### config.mk
export PLATFORM = sky130hd
export DESIGN_NAME = pmrv_phy_regs
export DESIGN_NICKNAME = d
export VERILOG_FILES = /design/src/verilog/pmrv_phy_regs.v
export VERILOG_INCLUDE_DIRS = /design/src /design/src/pkg
export SDC_FILE = /design/constraint.sdc
export NUM_CORES = 1
export LEC_CHECK = 0
export BUFFER_PORTS_ARGS = -buffer_cell sky130_fd_sc_hd__buf_4
export CAP_MARGIN = 20
export CORE_AREA = 2 2 90 92
export DETAILED_ROUTE_END_ITERATION = 7
export DIE_AREA = 0 0 92 94
export PLACE_DENSITY_LB_ADDON = 0.15
export SYNTH_ARGS = -nofsm -noshare
export SYNTH_HDL_FRONTEND = slang
export SYNTH_SLANG_ARGS = --single-unit
### constraint.sdc
create_clock -name mclk -period 1.8 [get_ports mclk]
set_input_delay 0.36 -clock mclk [delete_from_list [all_inputs] [get_ports mclk]]
set_output_delay 0.36 -clock mclk [all_outputs]
set_load 0.02 [all_outputs]
### src/pkg/pmrv_regs.vh
/*
 * Register map constants for the transceiver management register view.
 * Assumes inclusion by the design file only; definitions only.
 */
`ifndef PMRV_REGS_VH
`define PMRV_REGS_VH

// ****************************************************************
// Register selects
// ****************************************************************
`define PMRV_REG_IDENT_UPPER 5'h02
`define PMRV_REG_IDENT_LOWER 5'h03
`define PMRV_REG_ADVERTISE 5'h04
`define PMRV_REG_PARTNER 5'h05
`define PMRV_REG_CABLE_DIAG 5'h1d
`define PMRV_REG_SPECIAL 5'h1f

// ****************************************************************
// Transceiver selects
// ****************************************************************
`define PMRV_PORT1_SEL 5'h01
`define PMRV_PORT2_SEL 5'h02

// ****************************************************************
// Field positions
// ****************************************************************
`define PMRV_ADV_PAUSE_BIT 10
`define PMRV_ADV_MODES_HI 8
`define PMRV_ADV_MODES_LO 5
`define PMRV_SEL_FIELD_HI 4
`define PMRV_DIAG_EN_BIT 15
`define PMRV_DIAG_RES_HI 14
`define PMRV_DIAG_RES_LO 13
`define PMRV_DIAG_SHORT_BIT 12
`define PMRV_DIAG_DIST_HI 8
`define PMRV_SPC_POLRV_BIT 5
`define PMRV_SPC_MDIX_BIT 4
`define PMRV_SPC_FLINK_BIT 3
`define PMRV_SPC_PSAVE_BIT 2
`define PMRV_SPC_RLOOP_BIT 1
`define PMRV_SPC_RSVD_BIT 0

// ****************************************************************
// Reset values
// ****************************************************************
`define PMRV_ADV_PAUSE_RST 1'b1
`define PMRV_ADV_MODES_RST 4'hf
`define PMRV_SEL_FIELD_VAL 5'h01
`define PMRV_SPC_CTRL_RST 4'h4
`define PMRV_DIAG_RES_OPEN 2'h1
`define PMRV_DIAG_RES_FAIL 2'h3

`endif

### src/verilog/pmrv_phy_regs.v
/*
 * Management register view of the two copper transceivers: identifier,
 * advertisement, partner ability, cable diagnostic and special control.
 * Each port keeps its own copy of every writable field; the identifier
 * halves are fixed words shared by both ports. Control fields leave the
 * block as registered pins, one copy per port, so the transceivers see a
 * new setting on the edge after the write.
 * Reads return a registered word with a one-cycle valid pulse; writes
 * have no answer and land on the next edge.
 * Assumes a management front end that presents one-cycle read/write strobes
 * with transceiver and register selects; the analog side supplies status.
 * Status inputs are taken as synchronous to mclk. The cable test engine
 * raises done while the start level is up, and its outcome fields are
 * valid in that cycle only.
 */
// Notes on behaviour
// - Identifier readable as two read-only halves.
// - Pause advertise bit 10, writable, resets one.
// - Four mode advertise bits 8..5, reset one.
// - Partner pause reported read-only at bit 10.
// - Partner mode abilities reported at bits 8..5.
// - Write one starts cable test; self-clears.
// - Test outcome in bits 14..13, read-only.
// - Near short flag at bit 12.
// - Nine-bit fault distance at bits 8..0.
// - Polarity reversed shown at bit 5.
// - Power save bit 2, inverted, resets one.
// - Bit 1 enables per-port remote loopback.
`include "pmrv_regs.vh"

module pmrv_phy_regs #(
    parameter [15:0] IDENT_UPPER = 16'h1234, // Arbitrary value
    parameter [15:0] IDENT_LOWER = 16'h5678  // Arbitrary value
) (
    input wire mclk,
    input wire rst_n,
    input wire reg_wr,
    input wire reg_rd,
    input wire [4:0] transceiver_select,
    input wire [4:0] register_select,
    input wire [15:0] reg_wdata,
    output reg [15:0] reg_rdata,
    output reg reg_rvalid,
    input wire [1:0] partner_pause,
    input wire [7:0] partner_modes,
    input wire [1:0] diag_done,
    input wire [3:0] diag_result,
    input wire [1:0] diag_near_short,
    input wire [17:0] diag_distance,
    input wire [1:0] polarity_reversed,
    input wire [1:0] mdix_state,
    output wire [1:0] adv_pause,
    output wire [7:0] adv_modes,
    output wire [1:0] diag_start,
    output wire [1:0] force_link,
    output wire [1:0] power_save_off,
    output wire [1:0] remote_loopback,
    output wire [1:0] special_reserved
);

    // ****************************************************************
    // Port decode codes
    // ****************************************************************
    // Bit 1 marks a present port, bit 0 picks which one
    localparam [1:0] PORT_ABSENT = 2'b00;
    localparam [1:0] PORT_FIRST = 2'b10;
    localparam [1:0] PORT_SECOND = 2'b11;

    // ****************************************************************
    // Decode helpers
    // ****************************************************************
    // Port index from transceiver select
    function [1:0] pmrv_port;
        input [4:0] sel;
        begin
            case (sel)
                `PMRV_PORT1_SEL: pmrv_port = PORT_FIRST;
                `PMRV_PORT2_SEL: pmrv_port = PORT_SECOND;
                default: pmrv_port = PORT_ABSENT;
            endcase
        end
    endfunction

    // Write strobe aimed at one register of the addressed port
    function pmrv_wr_hit;
        input wr;
        input port_hit;
        input [4:0] sel;
        input [4:0] target;
        begin
            pmrv_wr_hit = wr && port_hit && (sel == target);
        end
    endfunction

    // Pause and mode abilities placed in a clear word; the advertised
    // view and the partner's view share one layout
    function [15:0] pmrv_mode_word;
        input pause;
        input [3:0] modes;
        begin
            pmrv_mode_word = 16'h0000;
            pmrv_mode_word[`PMRV_ADV_PAUSE_BIT] = pause;
            pmrv_mode_word[`PMRV_ADV_MODES_HI:`PMRV_ADV_MODES_LO] = modes;
        end
    endfunction

    // ****************************************************************
    // Port select
    // ****************************************************************
    // Decoded once, shared by the write strobes and the read return
    wire [1:0] port_dec;
    assign port_dec = pmrv_port(transceiver_select);
    wire port_present;
    wire port_index;
    assign port_present = port_dec[1];
    assign port_index = port_dec[0];

    // Read mux data per port, gathered for the output register
    wire [15:0] rd_word [0:1];

    // Word returned to the station; absent transceiver reads zero
    wire [15:0] rd_sel_word;
    assign rd_sel_word = port_present ? rd_word[port_index] : 16'h0000;

    // ****************************************************************
    // Per-port register state
    // ****************************************************************
    // One copy of every field per port; the ports never interact
    genvar g;
    generate
        for (g = 0; g < 2; g = g + 1) begin : gen_port
            // Stored fields of this port
            reg adv_pause_q;
            reg [3:0] adv_modes_q;
            reg diag_en_q;
            reg [1:0] diag_res_q;
            reg diag_short_q;
            reg [8:0] diag_dist_q;
            reg [3:0] spc_ctrl_q;
            // Read mux output and access strobes
            reg [15:0] rd_mux;
            wire hit;
            wire adv_wr;
            wire diag_wr;
            wire spc_wr;
            wire diag_wr_start;
            wire diag_finish;

            // ****************************************************************
            // Access decode for this port
            // ****************************************************************
            // Port match; an absent select never matches either port
            assign hit = port_present && (port_index == g);

            // One strobe per writable register keeps the write blocks short
            assign adv_wr = pmrv_wr_hit(reg_wr, hit, register_select, `PMRV_REG_ADVERTISE);
            assign diag_wr = pmrv_wr_hit(reg_wr, hit, register_select, `PMRV_REG_CABLE_DIAG);
            assign spc_wr = pmrv_wr_hit(reg_wr, hit, register_select, `PMRV_REG_SPECIAL);

            // Only a one in the enable bit launches; writing zero never aborts
            assign diag_wr_start = diag_wr && reg_wdata[`PMRV_DIAG_EN_BIT];
            // Completion counts only while a test is really running
            assign diag_finish = diag_en_q && diag_done[g];

            // ****************************************************************
            // Advertisement control
            // ****************************************************************
            // Pause offer; reserved and selector bits ignore writes
            always @(posedge mclk or negedge rst_n) begin
                if (!rst_n) begin
                    adv_pause_q <= `PMRV_ADV_PAUSE_RST;
                end else if (adv_wr) begin
                    adv_pause_q <= reg_wdata[`PMRV_ADV_PAUSE_BIT];
                end
            end

            // Four mode offers; all start set so every mode is offered
            always @(posedge mclk or negedge rst_n) begin
                if (!rst_n) begin
                    adv_modes_q <= `PMRV_ADV_MODES_RST;
                end else if (adv_wr) begin
                    adv_modes_q <= reg_wdata[`PMRV_ADV_MODES_HI:`PMRV_ADV_MODES_LO];
                end
            end

            // ****************************************************************
            // Cable diagnostic
            // ****************************************************************
            // Enable: set by a write of one, self-cleared on completion.
            // Completion wins over a same-cycle start so a finished test
            // is never reported as still running.
            always @(posedge mclk or negedge rst_n) begin
                if (!rst_n) begin
                    diag_en_q <= 1'b0;
                end else if (diag_finish) begin
                    diag_en_q <= 1'b0;
                end else if (diag_wr_start) begin
                    diag_en_q <= 1'b1;
                end
            end

            // Results latch at completion; the engine's outputs are only
            // valid then, and the station reads them long after
            always @(posedge mclk or negedge rst_n) begin
                if (!rst_n) begin
                    diag_res_q <= 2'h0;
                    diag_short_q <= 1'b0;
                    diag_dist_q <= 9'h000;
                end else if (diag_finish) begin
                    diag_res_q <= diag_result[2*g+1:2*g];
                    diag_short_q <= diag_near_short[g];
                    diag_dist_q <= diag_distance[9*g+8:9*g];
                end
            end

            // ****************************************************************
            // Special control
            // ****************************************************************
            // Control bits 3..0: force link, power save (inverted), remote
            // loopback and a reserved bit that is kept and driven out on special_reserved
            always @(posedge mclk or negedge rst_n) begin
                if (!rst_n) begin
                    spc_ctrl_q <= `PMRV_SPC_CTRL_RST;
                end else if (spc_wr) begin
                    spc_ctrl_q <= reg_wdata[`PMRV_SPC_FLINK_BIT:`PMRV_SPC_RSVD_BIT];
                end
            end

            // ****************************************************************
            // Read view
            // ****************************************************************
            // Unsupported fields are hard zero
            always @* begin
                rd_mux = 16'h0000;
                case (register_select)
                    `PMRV_REG_IDENT_UPPER: rd_mux = IDENT_UPPER;
                    `PMRV_REG_IDENT_LOWER: rd_mux = IDENT_LOWER;
                    `PMRV_REG_ADVERTISE: begin
                        rd_mux = pmrv_mode_word(adv_pause_q, adv_modes_q);
                        rd_mux[`PMRV_SEL_FIELD_HI:0] = `PMRV_SEL_FIELD_VAL;
                    end
                    `PMRV_REG_PARTNER: begin
                        rd_mux = pmrv_mode_word(partner_pause[g], partner_modes[4*g+3:4*g]);
                    end
                    `PMRV_REG_CABLE_DIAG: begin
                        rd_mux[`PMRV_DIAG_EN_BIT] = diag_en_q;
                        rd_mux[`PMRV_DIAG_RES_HI:`PMRV_DIAG_RES_LO] = diag_res_q;
                        rd_mux[`PMRV_DIAG_SHORT_BIT] = diag_short_q;
                        rd_mux[`PMRV_DIAG_DIST_HI:0] = diag_dist_q;
                    end
                    `PMRV_REG_SPECIAL: begin
                        rd_mux[`PMRV_SPC_POLRV_BIT] = polarity_reversed[g];
                        rd_mux[`PMRV_SPC_MDIX_BIT] = mdix_state[g];
                        rd_mux[`PMRV_SPC_FLINK_BIT:0] = spc_ctrl_q;
                    end
                    default: rd_mux = 16'h0000;
                endcase
            end

            assign rd_word[g] = rd_mux;

            // ****************************************************************
            // Control pins
            // ****************************************************************
            // Advertisement offers to the negotiation logic
            assign adv_pause[g] = adv_pause_q;
            assign adv_modes[4*g+3:4*g] = adv_modes_q;
            // Cable test request to the engine
            assign diag_start[g] = diag_en_q; // Level while test runs
            // Special controls; loopback stays within this one port
            assign force_link[g] = spc_ctrl_q[`PMRV_SPC_FLINK_BIT];
            assign power_save_off[g] = spc_ctrl_q[`PMRV_SPC_PSAVE_BIT];
            assign remote_loopback[g] = spc_ctrl_q[`PMRV_SPC_RLOOP_BIT];
            assign special_reserved[g] = spc_ctrl_q[`PMRV_SPC_RSVD_BIT];
        end
    endgenerate

    // ****************************************************************
    // Read return
    // ****************************************************************
    // Valid pulse one cycle after each read strobe
    always @(posedge mclk or negedge rst_n) begin
        if (!rst_n) begin
            reg_rvalid <= 1'b0;
        end else begin
            reg_rvalid <= reg_rd;
        end
    end

    // Read data held until the next read, so a slow station can
    // pick it up any time after the valid pulse
    always @(posedge mclk or negedge rst_n) begin
        if (!rst_n) begin
            reg_rdata <= 16'h0000;
        end else if (reg_rd) begin
            reg_rdata <= rd_sel_word;
        end
    end

endmodule // pmrv_phy_regs

## After elaboration in Yosys (flattened, before gate mapping)

Cells that the tools add are included.

| storage, ports and cells | value |
|---|---|
| output and inout bits | 37 |
| bits in registers | 61 |

| cells by class | value |
|---|---|
| reductions and logical operators | 16 |
| $lt $le $gt $ge | 1 |
| eq/ne operators | 8 |
| bitwise operators | 2 |
| mux-type cells | 17 |

Operators by type and width:

| kind | number |
|---|---|
| $pmux W6 S6 | 2 |
| $mux W16 | 4 |
| $pmux W3 S4 | 2 |
| $pmux W4 S3 | 2 |
| $pmux W2 S4 | 2 |
| $eq A5 B2 Y1 const B | 3 |
| $logic_and A1 B1 Y1 | 14 |
| $eq A5 B3 Y1 const B | 2 |
| $eq A5 B5 Y1 const B | 2 |
| $eq A5 B1 Y1 const B | 1 |
| $mux W1 | 4 |
| $pmux W2 S2 | 1 |
| $reduce_bool A2 Y1 | 2 |
| $ge A2 B2 Y1 const B | 1 |
| $not A1 Y2 | 1 |
| $not A1 Y1 | 1 |

## Longest topological paths before layout

Gate-level depths: netlist (run 1).

| depth | value |
|---|---|
| word-level depth | 9 |
| mapped depth | 7 |
| gate-level depth less buffers | 5 |

## Least setup slack after synthesis (run 1)

No wires, ideal clock.

| path | value |
|---|---|
| path type | input to register |
| from | input transceiver_select[4] |
| to | register reg_rdata[4] |
| setup time | 0.122 ns |
| arrival | 1.628 ns |
| setup slack | 0.051 ns |
| cell stages on the path | 6 |
| data required time | 1.678 ns |
| buffers on the path | 1 |
| cell sequence | nor3_4 and3b_4 buf_6 mux4_2 a21oi_1 o2bb2ai_1 |

| on the way | value |
|---|---|
| cells in the longest elaborated chain, start to end | 7 |
| elaborated cells between the ends (all ways) | 8 |
| those cells by class | 2 x eq/ne; 5 x mux; 1 x bitwise |

RTL lines:

| what | RTL line | text |
|---|---|---|
| start, declared | pmrv_phy_regs.v:39 | `input wire [4:0] transceiver_select,` |
| $eq A5 B2 Y1 or $eq A5 B1 Y1 (tied branches) | pmrv_phy_regs.v:76 | `case (sel)` |
| $pmux W2 S2 * | pmrv_phy_regs.v:76 |  |
| $not A1 Y2 (implied by the code) | pmrv_phy_regs.v:123 | `assign rd_sel_word = port_present ? rd_word[port_index] : 16'h0000;` |
| $mux W16 (implied by the code) (3 in a row) | pmrv_phy_regs.v:123 |  |
| $mux W16 * | pmrv_phy_regs.v:123 |  |
| end signal, assigned | pmrv_phy_regs.v:296 | `reg_rdata <= rd_sel_word;` |
| end, declared | pmrv_phy_regs.v:42 | `output reg [15:0] reg_rdata,` |

Mark *: on every way between the ends. The rest lies on a longest branch, timed or not. The select of a mux whose other input is x is not followed.
A chain may end at the register's enable or synchronous reset.

## Worst setup path in the final report (run 1)

| path | value |
|---|---|
| from | input transceiver_select[4] |
| to | register gen_port[0].spc_ctrl_q[3] |

| on the way | value |
|---|---|
| cells in the longest elaborated chain, start to end | 6 |
| elaborated cells between the ends (all ways) | 7 |
| those cells by class | 2 x eq/ne; 1 x mux; 1 x bitwise; 3 x reduce/logical |

RTL lines:

| what | RTL line | text |
|---|---|---|
| $eq A5 B2 Y1 or $eq A5 B1 Y1 (tied branches) | pmrv_phy_regs.v:76 |  |
| $pmux W2 S2 * | pmrv_phy_regs.v:76 |  |
| $not A1 Y1 | pmrv_phy_regs.v:153 | `assign hit = port_present && (port_index == g);` |
| $logic_and A1 B1 Y1 * | pmrv_phy_regs.v:153 |  |
| $logic_and A1 B1 Y1 * (2 in a row) | pmrv_phy_regs.v:91 | `pmrv_wr_hit = wr && port_hit && (sel == target);` |
| end signal, assigned | pmrv_phy_regs.v:223 | `` spc_ctrl_q <= `PMRV_SPC_CTRL_RST; `` |
| end signal, assigned | pmrv_phy_regs.v:225 | `` spc_ctrl_q <= reg_wdata[`PMRV_SPC_FLINK_BIT:`PMRV_SPC_RSVD_BIT]; `` |
| end, declared | pmrv_phy_regs.v:139 | `reg [3:0] spc_ctrl_q;` |

Mark *: on every way between the ends. The rest lies on a longest branch, timed or not.

==> metrics.txt, run 1 <==
status=finished, final reports clean; CTS sink count=60; Area contributors post-synth=dfrtp_1 (40%), mux2_2 (11%), dfstp_2 (10%); Port Buf Inserts=99; Inserted Diodes=0; Initial Util=between 30% and 40%; TritonCTS clock tree=yes; R2R cell count=4; post-synthesis sequential area ratio=between 50% and 60%; first-pass GRT wire length=12,420 um; CP most frequent cell=buf_4; IO Pins=~110; crit path time final=between 1500 and 2000 ps; Synth Cell Area=approximately 3000 um2; Worst Hold Endpoint=reg_rvalid; Pre-antenna DRT Iters=4; Slew Viols, Final=0; clock tree buffer depth=2; maxcap violations=0; GPL Wtd Cong=approximately 0.82; Synth Instances=236; number of enable flip-flop cells after synthesis=0; Root Driver=clkbuf_8; Setup Fix Bufs, Post-CTS=0; Hold Path Cell Cnt=1; final wirelength=7781 um; delay of the slowest critical-path stage=400 ps; Main synth FF type=dfrtp_1; Clk Latency, worst-skew pair=330 ps; DRC=0; Syn Area/Cell=12.74 um2; PwrDens=roughly 740 nW/um2; CP cell instances=buf_4, nor3_4, buf_4, nand4b_1, or2_1, mux2_4; nets=roughly 420; Syn-to-layout area delta=36.75%; Synth cell types=53; final setup fails=0; reg-to-reg endpoint=reg_rdata[5]; Critical-path top delay cell=or2_1; Crit Path Max Fanout=4; hold crit path type=primary input to flop; CTS resizes=0; Fmax=between 0.6 and 0.7 GHz; Hold Startpoint=reg_rd; Setup TNS=0 ps; Synth Register Bits=60; crit path capture type=flop; crit path kind=primary input to flop; Tot GR Track Use=around a fifth; # rows=32; cell taking the most area after synthesis=dfrtp_1; Starting DRT DRC Count=~70; die area=8648 um2; WP data arrival=approximately 1800 ps; die height=approximately 94 um; total CTS buffers=9; Commonest cells post-synth=dfrtp_1 (48), mux2_2 (29), nand2_1 (15); largest net degree at the start of global routing=40; Tcrit/Tclk final=87.59%; Worst-path clk slew=70 ps; number of global-route vias before repair=2,304; share of the synthesized area in the top cell type=around 40%; total congestion overflow=0; Pleak=0.001983 uW; DR WL/cell=approximately 17 um; Total Power=roughly 3100 uW; worst reg2reg startpoint=gen_port[0].diag_dist_q[5]; setup slack, reg-to-reg=about 480 ps; dpl hpwl=5947 um; fraction of registers with async set or reset after synthesis=between 90% and 100%; final antenna-violating net count=0; final hold vios=0; Via density=a little over 5; die width=approximately 92 um; Syn Nets=306; top-count cell post-synth=dfrtp_1; Synthesis Warnings=0; share of cells above drive strength 1=roughly 55%; via count=2,359; startpoint class of the critical path=primary input; RSZ-0062 raised after global routing=no; Req. time, crit path=between 2000 and 2500 ps; Peak supply drop=just over 400 uV; initial antenna violation count=0; Core ar.=7607 um2; CTS HTree Levels=3; clock skew=around 7.3 ps
[cell families (layout without fill, tap and decap cells)]
| logic type | Yosys count | in the layout | share of synthesized area, % |
|---|---|---|---|
| compound gates | 51 | 51 | 12.48 |
| xor+xnor | 1 | 1 | 0.2914 |
| buf+inv | 24 | 140 | 5.576 |
| flops | 60 | 60 | 50.44 |
| mux | 52 | 52 | 21.43 |
| other cells | 1 | 1 | 0.1247 |
| simple gates | 47 | 47 | 9.655 |
[final cells by class]
class / count / area, um2
Sequential cell: 60 / 1516
Fill cell: 703 / 3496
Inverter: 5 / 18.77
Multi-Input combinational cell: 152 / 1323
Timing Repair Buffer: 119 / 908.4
Clock inverter: 4 / 72.57
Tap cell: 102 / 127.6
Clock buffer: 12 / 145.1
[layout by cell type (no fill, tap or decap), types with 4 or more instances in the layout]
master | synthesis | final
mux2_1 | 4 | 4
mux2_2 | 29 | 29
a221o_1 | 4 | 4
dfstp_2 | 12 | 12
mux2i_1 | 7 | 7
nand2_1 | 15 | 15
buf_4 | 8 | 117
o21ai_0 | 4 | 4
clkbuf_8 | 0 | 10
a221oi_1 | 4 | 4
inv_1 | 5 | 5
dfrtp_1 | 48 | 48
a21oi_1 | 12 | 12
nand3_1 | 4 | 4
mux2_4 | 9 | 9
o2bb2ai_1 | 7 | 7
nor2_1 | 5 | 5
[state kept, by name, summed over array words and instances (netlist names)]
signal	count
gen_port.adv_modes_q	8
gen_port.adv_pause_q	2
gen_port.diag_dist_q	18
gen_port.diag_en_q	2
gen_port.diag_res_q	4
gen_port.diag_short_q	2
gen_port.spc_ctrl_q	8
reg_rdata	15
reg_rvalid	1
[through the flow]
| stage | instance area [um2] | worst slack [ps] | cells | hold WS [ps] | util (%) |
|---|---|---|---|---|---|
| final | 4111 | 223.4 | 454 | 206.1 | 54.05 |
| after global routing | 4111 | 138.6 | 454 | 193.8 | 54.05 |
| after CTS | 4111 | 207.2 | 454 | 193.2 | 54.05 |
| after detailed placement | 3884 | -135.9 | 437 | 276.2 | 51.05 |
| after global placement | 3884 | -85.60 | 437 | 273.1 | 51.05 |
| after floorplan | 3007 | 50.70 | 236 | 64.41 | - |
[worst max path at each step]
stage | from | endpoint | cells after the start
4_1_cts | transceiver_select[4] | gen_port[0].spc_ctrl_q[0] | 6
2_1_floorplan | transceiver_select[4] | reg_rdata[4] | 6
3_5_place_dp | transceiver_select[4] | gen_port[0].spc_ctrl_q[0] | 6
3_3_place_gp | transceiver_select[4] | reg_rdata[3] | 6
5_1_grt | transceiver_select[4] | reg_rdata[3] | 6
6_report | transceiver_select[4] | gen_port[0].spc_ctrl_q[3] | 6
[critical path: cells and delay by family]
kind                   cells  cell delay, ps
buffers and inverters      2             260
multiplexers               1             330
AND/OR/NAND/NOR            3             840
[power breakdown]
part / leakage [uW] / switching (uW) / internal, uW / total [uW]
Sequential: 0.000781 / 18.5 / 1390 / 1400
Clock: 0.000107 / 532 / 817 / 1350
Combinational: 0.00110 / 136 / 168 / 303
Total: 0.00198 / 686 / 2370 / 3060
[timing repair]
action | CTS | global route
setup endpoints to repair | 0 | 0
endpoints found under the hold margin | 17 | 0
hold buffers | 1 | 0
[layer usage]
| layer | track usage, % | vias up | part of all wire [%] |
|---|---|---|---|
| met5 | 0 | - | 0 |
| met2 | 29.84 | 95 | 46 |
| met3 | 5.778 | 6 | 8.4 |
| li1 | - | 1093 | - |
| met1 | 25.96 | 1165 | 44 |
| met4 | 4.851 | 0 | 1.1 |
No activity file was read; power rests on OpenSTA's default activity.
==> run 2: changes to the inputs <==
--- a/config.mk
+++ b/config.mk
@@ -11,7 +11,9 @@
 export CORE_AREA = 2 2 90 92
 export DETAILED_ROUTE_END_ITERATION = 7
 export DIE_AREA = 0 0 92 94
+export MAX_ROUTING_LAYER = met4
 export PLACE_DENSITY_LB_ADDON = 0.15
+export REMOVE_ABC_BUFFERS = 1
 export SYNTH_ARGS = -nofsm -noshare
 export SYNTH_HDL_FRONTEND = slang
 export SYNTH_SLANG_ARGS = --single-unit
==> run 2 against run 1 <==
- via count fell by 3.1%
- power fell by 4.6%
- register-to-register slack barely moved
- worst hold slack got worse by 10 ps
- critical path depth did not move
- final cell count did not move
- clock-buffer cell count did not move
- fmax rose by 4.1%
- clock power fell by 10%
- critical path type unchanged
- critical endpoint is now gen_port[0].spc_ctrl_q[1]
- largest power group unchanged
==> metrics.txt, run 2 (synthesized netlist as in run 1, its figures left out) <==
status=finished, final reports clean; crit path capture type=flop; Peak supply drop=421.2 uV (+2.5%); IO Pins=107 (unchanged); largest net degree at the start of global routing=38 (-5.0%); Req. time, crit path=2020 ps (about the same); Starting DRT DRC Count=127 (+76%); die area=8648 um2 (unchanged); CTS HTree Levels=3 (unchanged); WP data arrival=1740 ps (-50 ps); Largest register FFs=18 (unchanged); setup slack, reg-to-reg=490 ps (about the same); clock skew=11.01 ps (+3.738 ps); via count=2,287 (-3.1%); Tcrit/Tclk final=84.15% (-3.4 points); most common cell after layout, fill and taps aside=buf_4; Via density=5.037 (-3.1%); Port Buf Inserts=99 (unchanged); share of cells above drive strength 1=55.11% (unchanged); Crit Path Max Fanout=4 (unchanged); Worst-path clk slew=70 ps (about the same); Setup TNS=0 ps (unchanged); Multi-input gate area=1323 um2 (unchanged); dpl hpwl=5962 um (+0.24%); Syn-to-layout area delta=35.96%; Fmax=0.6602 GHz (+4.1%); total congestion overflow=0 (unchanged); initial antenna violation count=0 (unchanged); total CTS buffers=9 (unchanged); number of global-route vias before repair=2,439 (+5.9%); Clk Latency, worst-skew pair=340 ps (about the same); placed instance area=3884 um2 (unchanged); maxcap violations=0 (unchanged); die width=92 um (unchanged); # rows=32 (unchanged); CTS resizes=0 (unchanged); DRC=0 (unchanged); final setup fails=0 (unchanged); Slew Viols, Final=0 (unchanged); final hold vios=0 (unchanged); register area=1516 um2 (unchanged); RSZ-0062 raised after global routing=no; Root Driver=clkbuf_8; Pleak=0.001978 uW (-0.25%); die height=94 um (unchanged); Largest regs=gen_port.diag_dist_q (18), reg_rdata (15); startpoint class of the critical path=primary input; cell area after layout=4088 um2 (-0.58%); Core ar.=7607 um2 (unchanged); crit path time final=1515 ps (-61.92 ps); most frequent cells in the layout=buf_4 (117), dfrtp_1 (48), mux2_2 (29); largest reg by FF count=gen_port.diag_dist_q; Tot GR Track Use=19.93% (+0.88 points); Initial Util=39.52% (unchanged); DR WL/cell=17.07 um (-0.39%); TritonCTS clock tree=yes; clock tree buffer depth=2 (unchanged); Inserted Diodes=0 (unchanged); final antenna-violating net count=0 (unchanged); final core utilization=53.73% (-0.31 points); final wirelength=7751 um (-0.39%); Pre-antenna DRT Iters=4 (unchanged); hold crit path type=primary input to flop; FILL cells=734 (+4.4%); PwrDens=713.2 nW/um2 (-4.1%); crit path kind=primary input to flop; CTS sink count=60 (unchanged); first-pass GRT wire length=12,700 um (+2.2%); GPL Wtd Cong=0.8341 (+1.5%); nets=417 (unchanged)
[run 2: metrics by stage]
stage | instances | power [uW] | worst slack [ps] | hold WS [ps]
finish | 454 | 2915 | 285.3 | 196.0
detailed placement | 437 | 1737 | -80.52 | 281.7
floorplan | 217 | 1522 | -23.87 | 64.41
global route | 454 | 3042 | 217.1 | 186.7
CTS | 454 | 2951 | 274.5 | 185.5
global placement | 437 | 1732 | -45.87 | 281.4
[run 2: path summary, 6_finish.rpt]
path | startpoint | end | depth (start not counted)
hold reg to reg | reg_rdata[4] | reg_rdata[4] | 1
setup reg to reg | gen_port[1].diag_en_q | gen_port[1].diag_dist_q[4] | 3
setup / recovery | transceiver_select[4] | gen_port[0].spc_ctrl_q[1] | 6
hold / removal | reg_rd | reg_rvalid | 1
max in group asynchronous | rst_n | gen_port[0].spc_ctrl_q[2] | 3
min in group asynchronous | rst_n | reg_rdata[10] | 2
[run 2: metal layers]
layer	part of all wire, %	GRT usage (%)	up-vias
met5	0	-	-
met4	1.4	7.214	0
met3	4.7	3.933	10
met2	48	31.13	69
met1	45	26.07	1109
li1	-	-	1099
[run 2: power breakdown]
| part | switching (uW) | leakage, uW | total [uW] | internal, uW |
|---|---|---|---|---|
| clock network | 530 | 0.000100 | 1210 | 676 |
| logic | 137 | 0.00110 | 305 | 168 |
| registers | 18.4 | 0.000781 | 1400 | 1390 |
| total | 685 | 0.00198 | 2920 | 2230 |
[run 2: worst max-delay path, cell delays in order]
cell and delay [ps]:
buf_4 120, nor3_4 180, buf_4 130, nand4b_1 210, or2_1 390, mux2_4 330
[run 2: repair_timing]
action | CTS | global route
buffers inserted | 0 | 0
hold buffers | 1 | 0
hold endpoints to repair | 13 | 0
[run 2: area by class of cell]
class | count | area share, %
tap | 102 | 3.122
timing repair buffer | 119 | 22.22
clock inverter | 4 | 1.194
inverter | 5 | 0.4591
clock buffer | 12 | 3.551
multi-input combinational | 152 | 32.35
sequential | 60 | 37.10
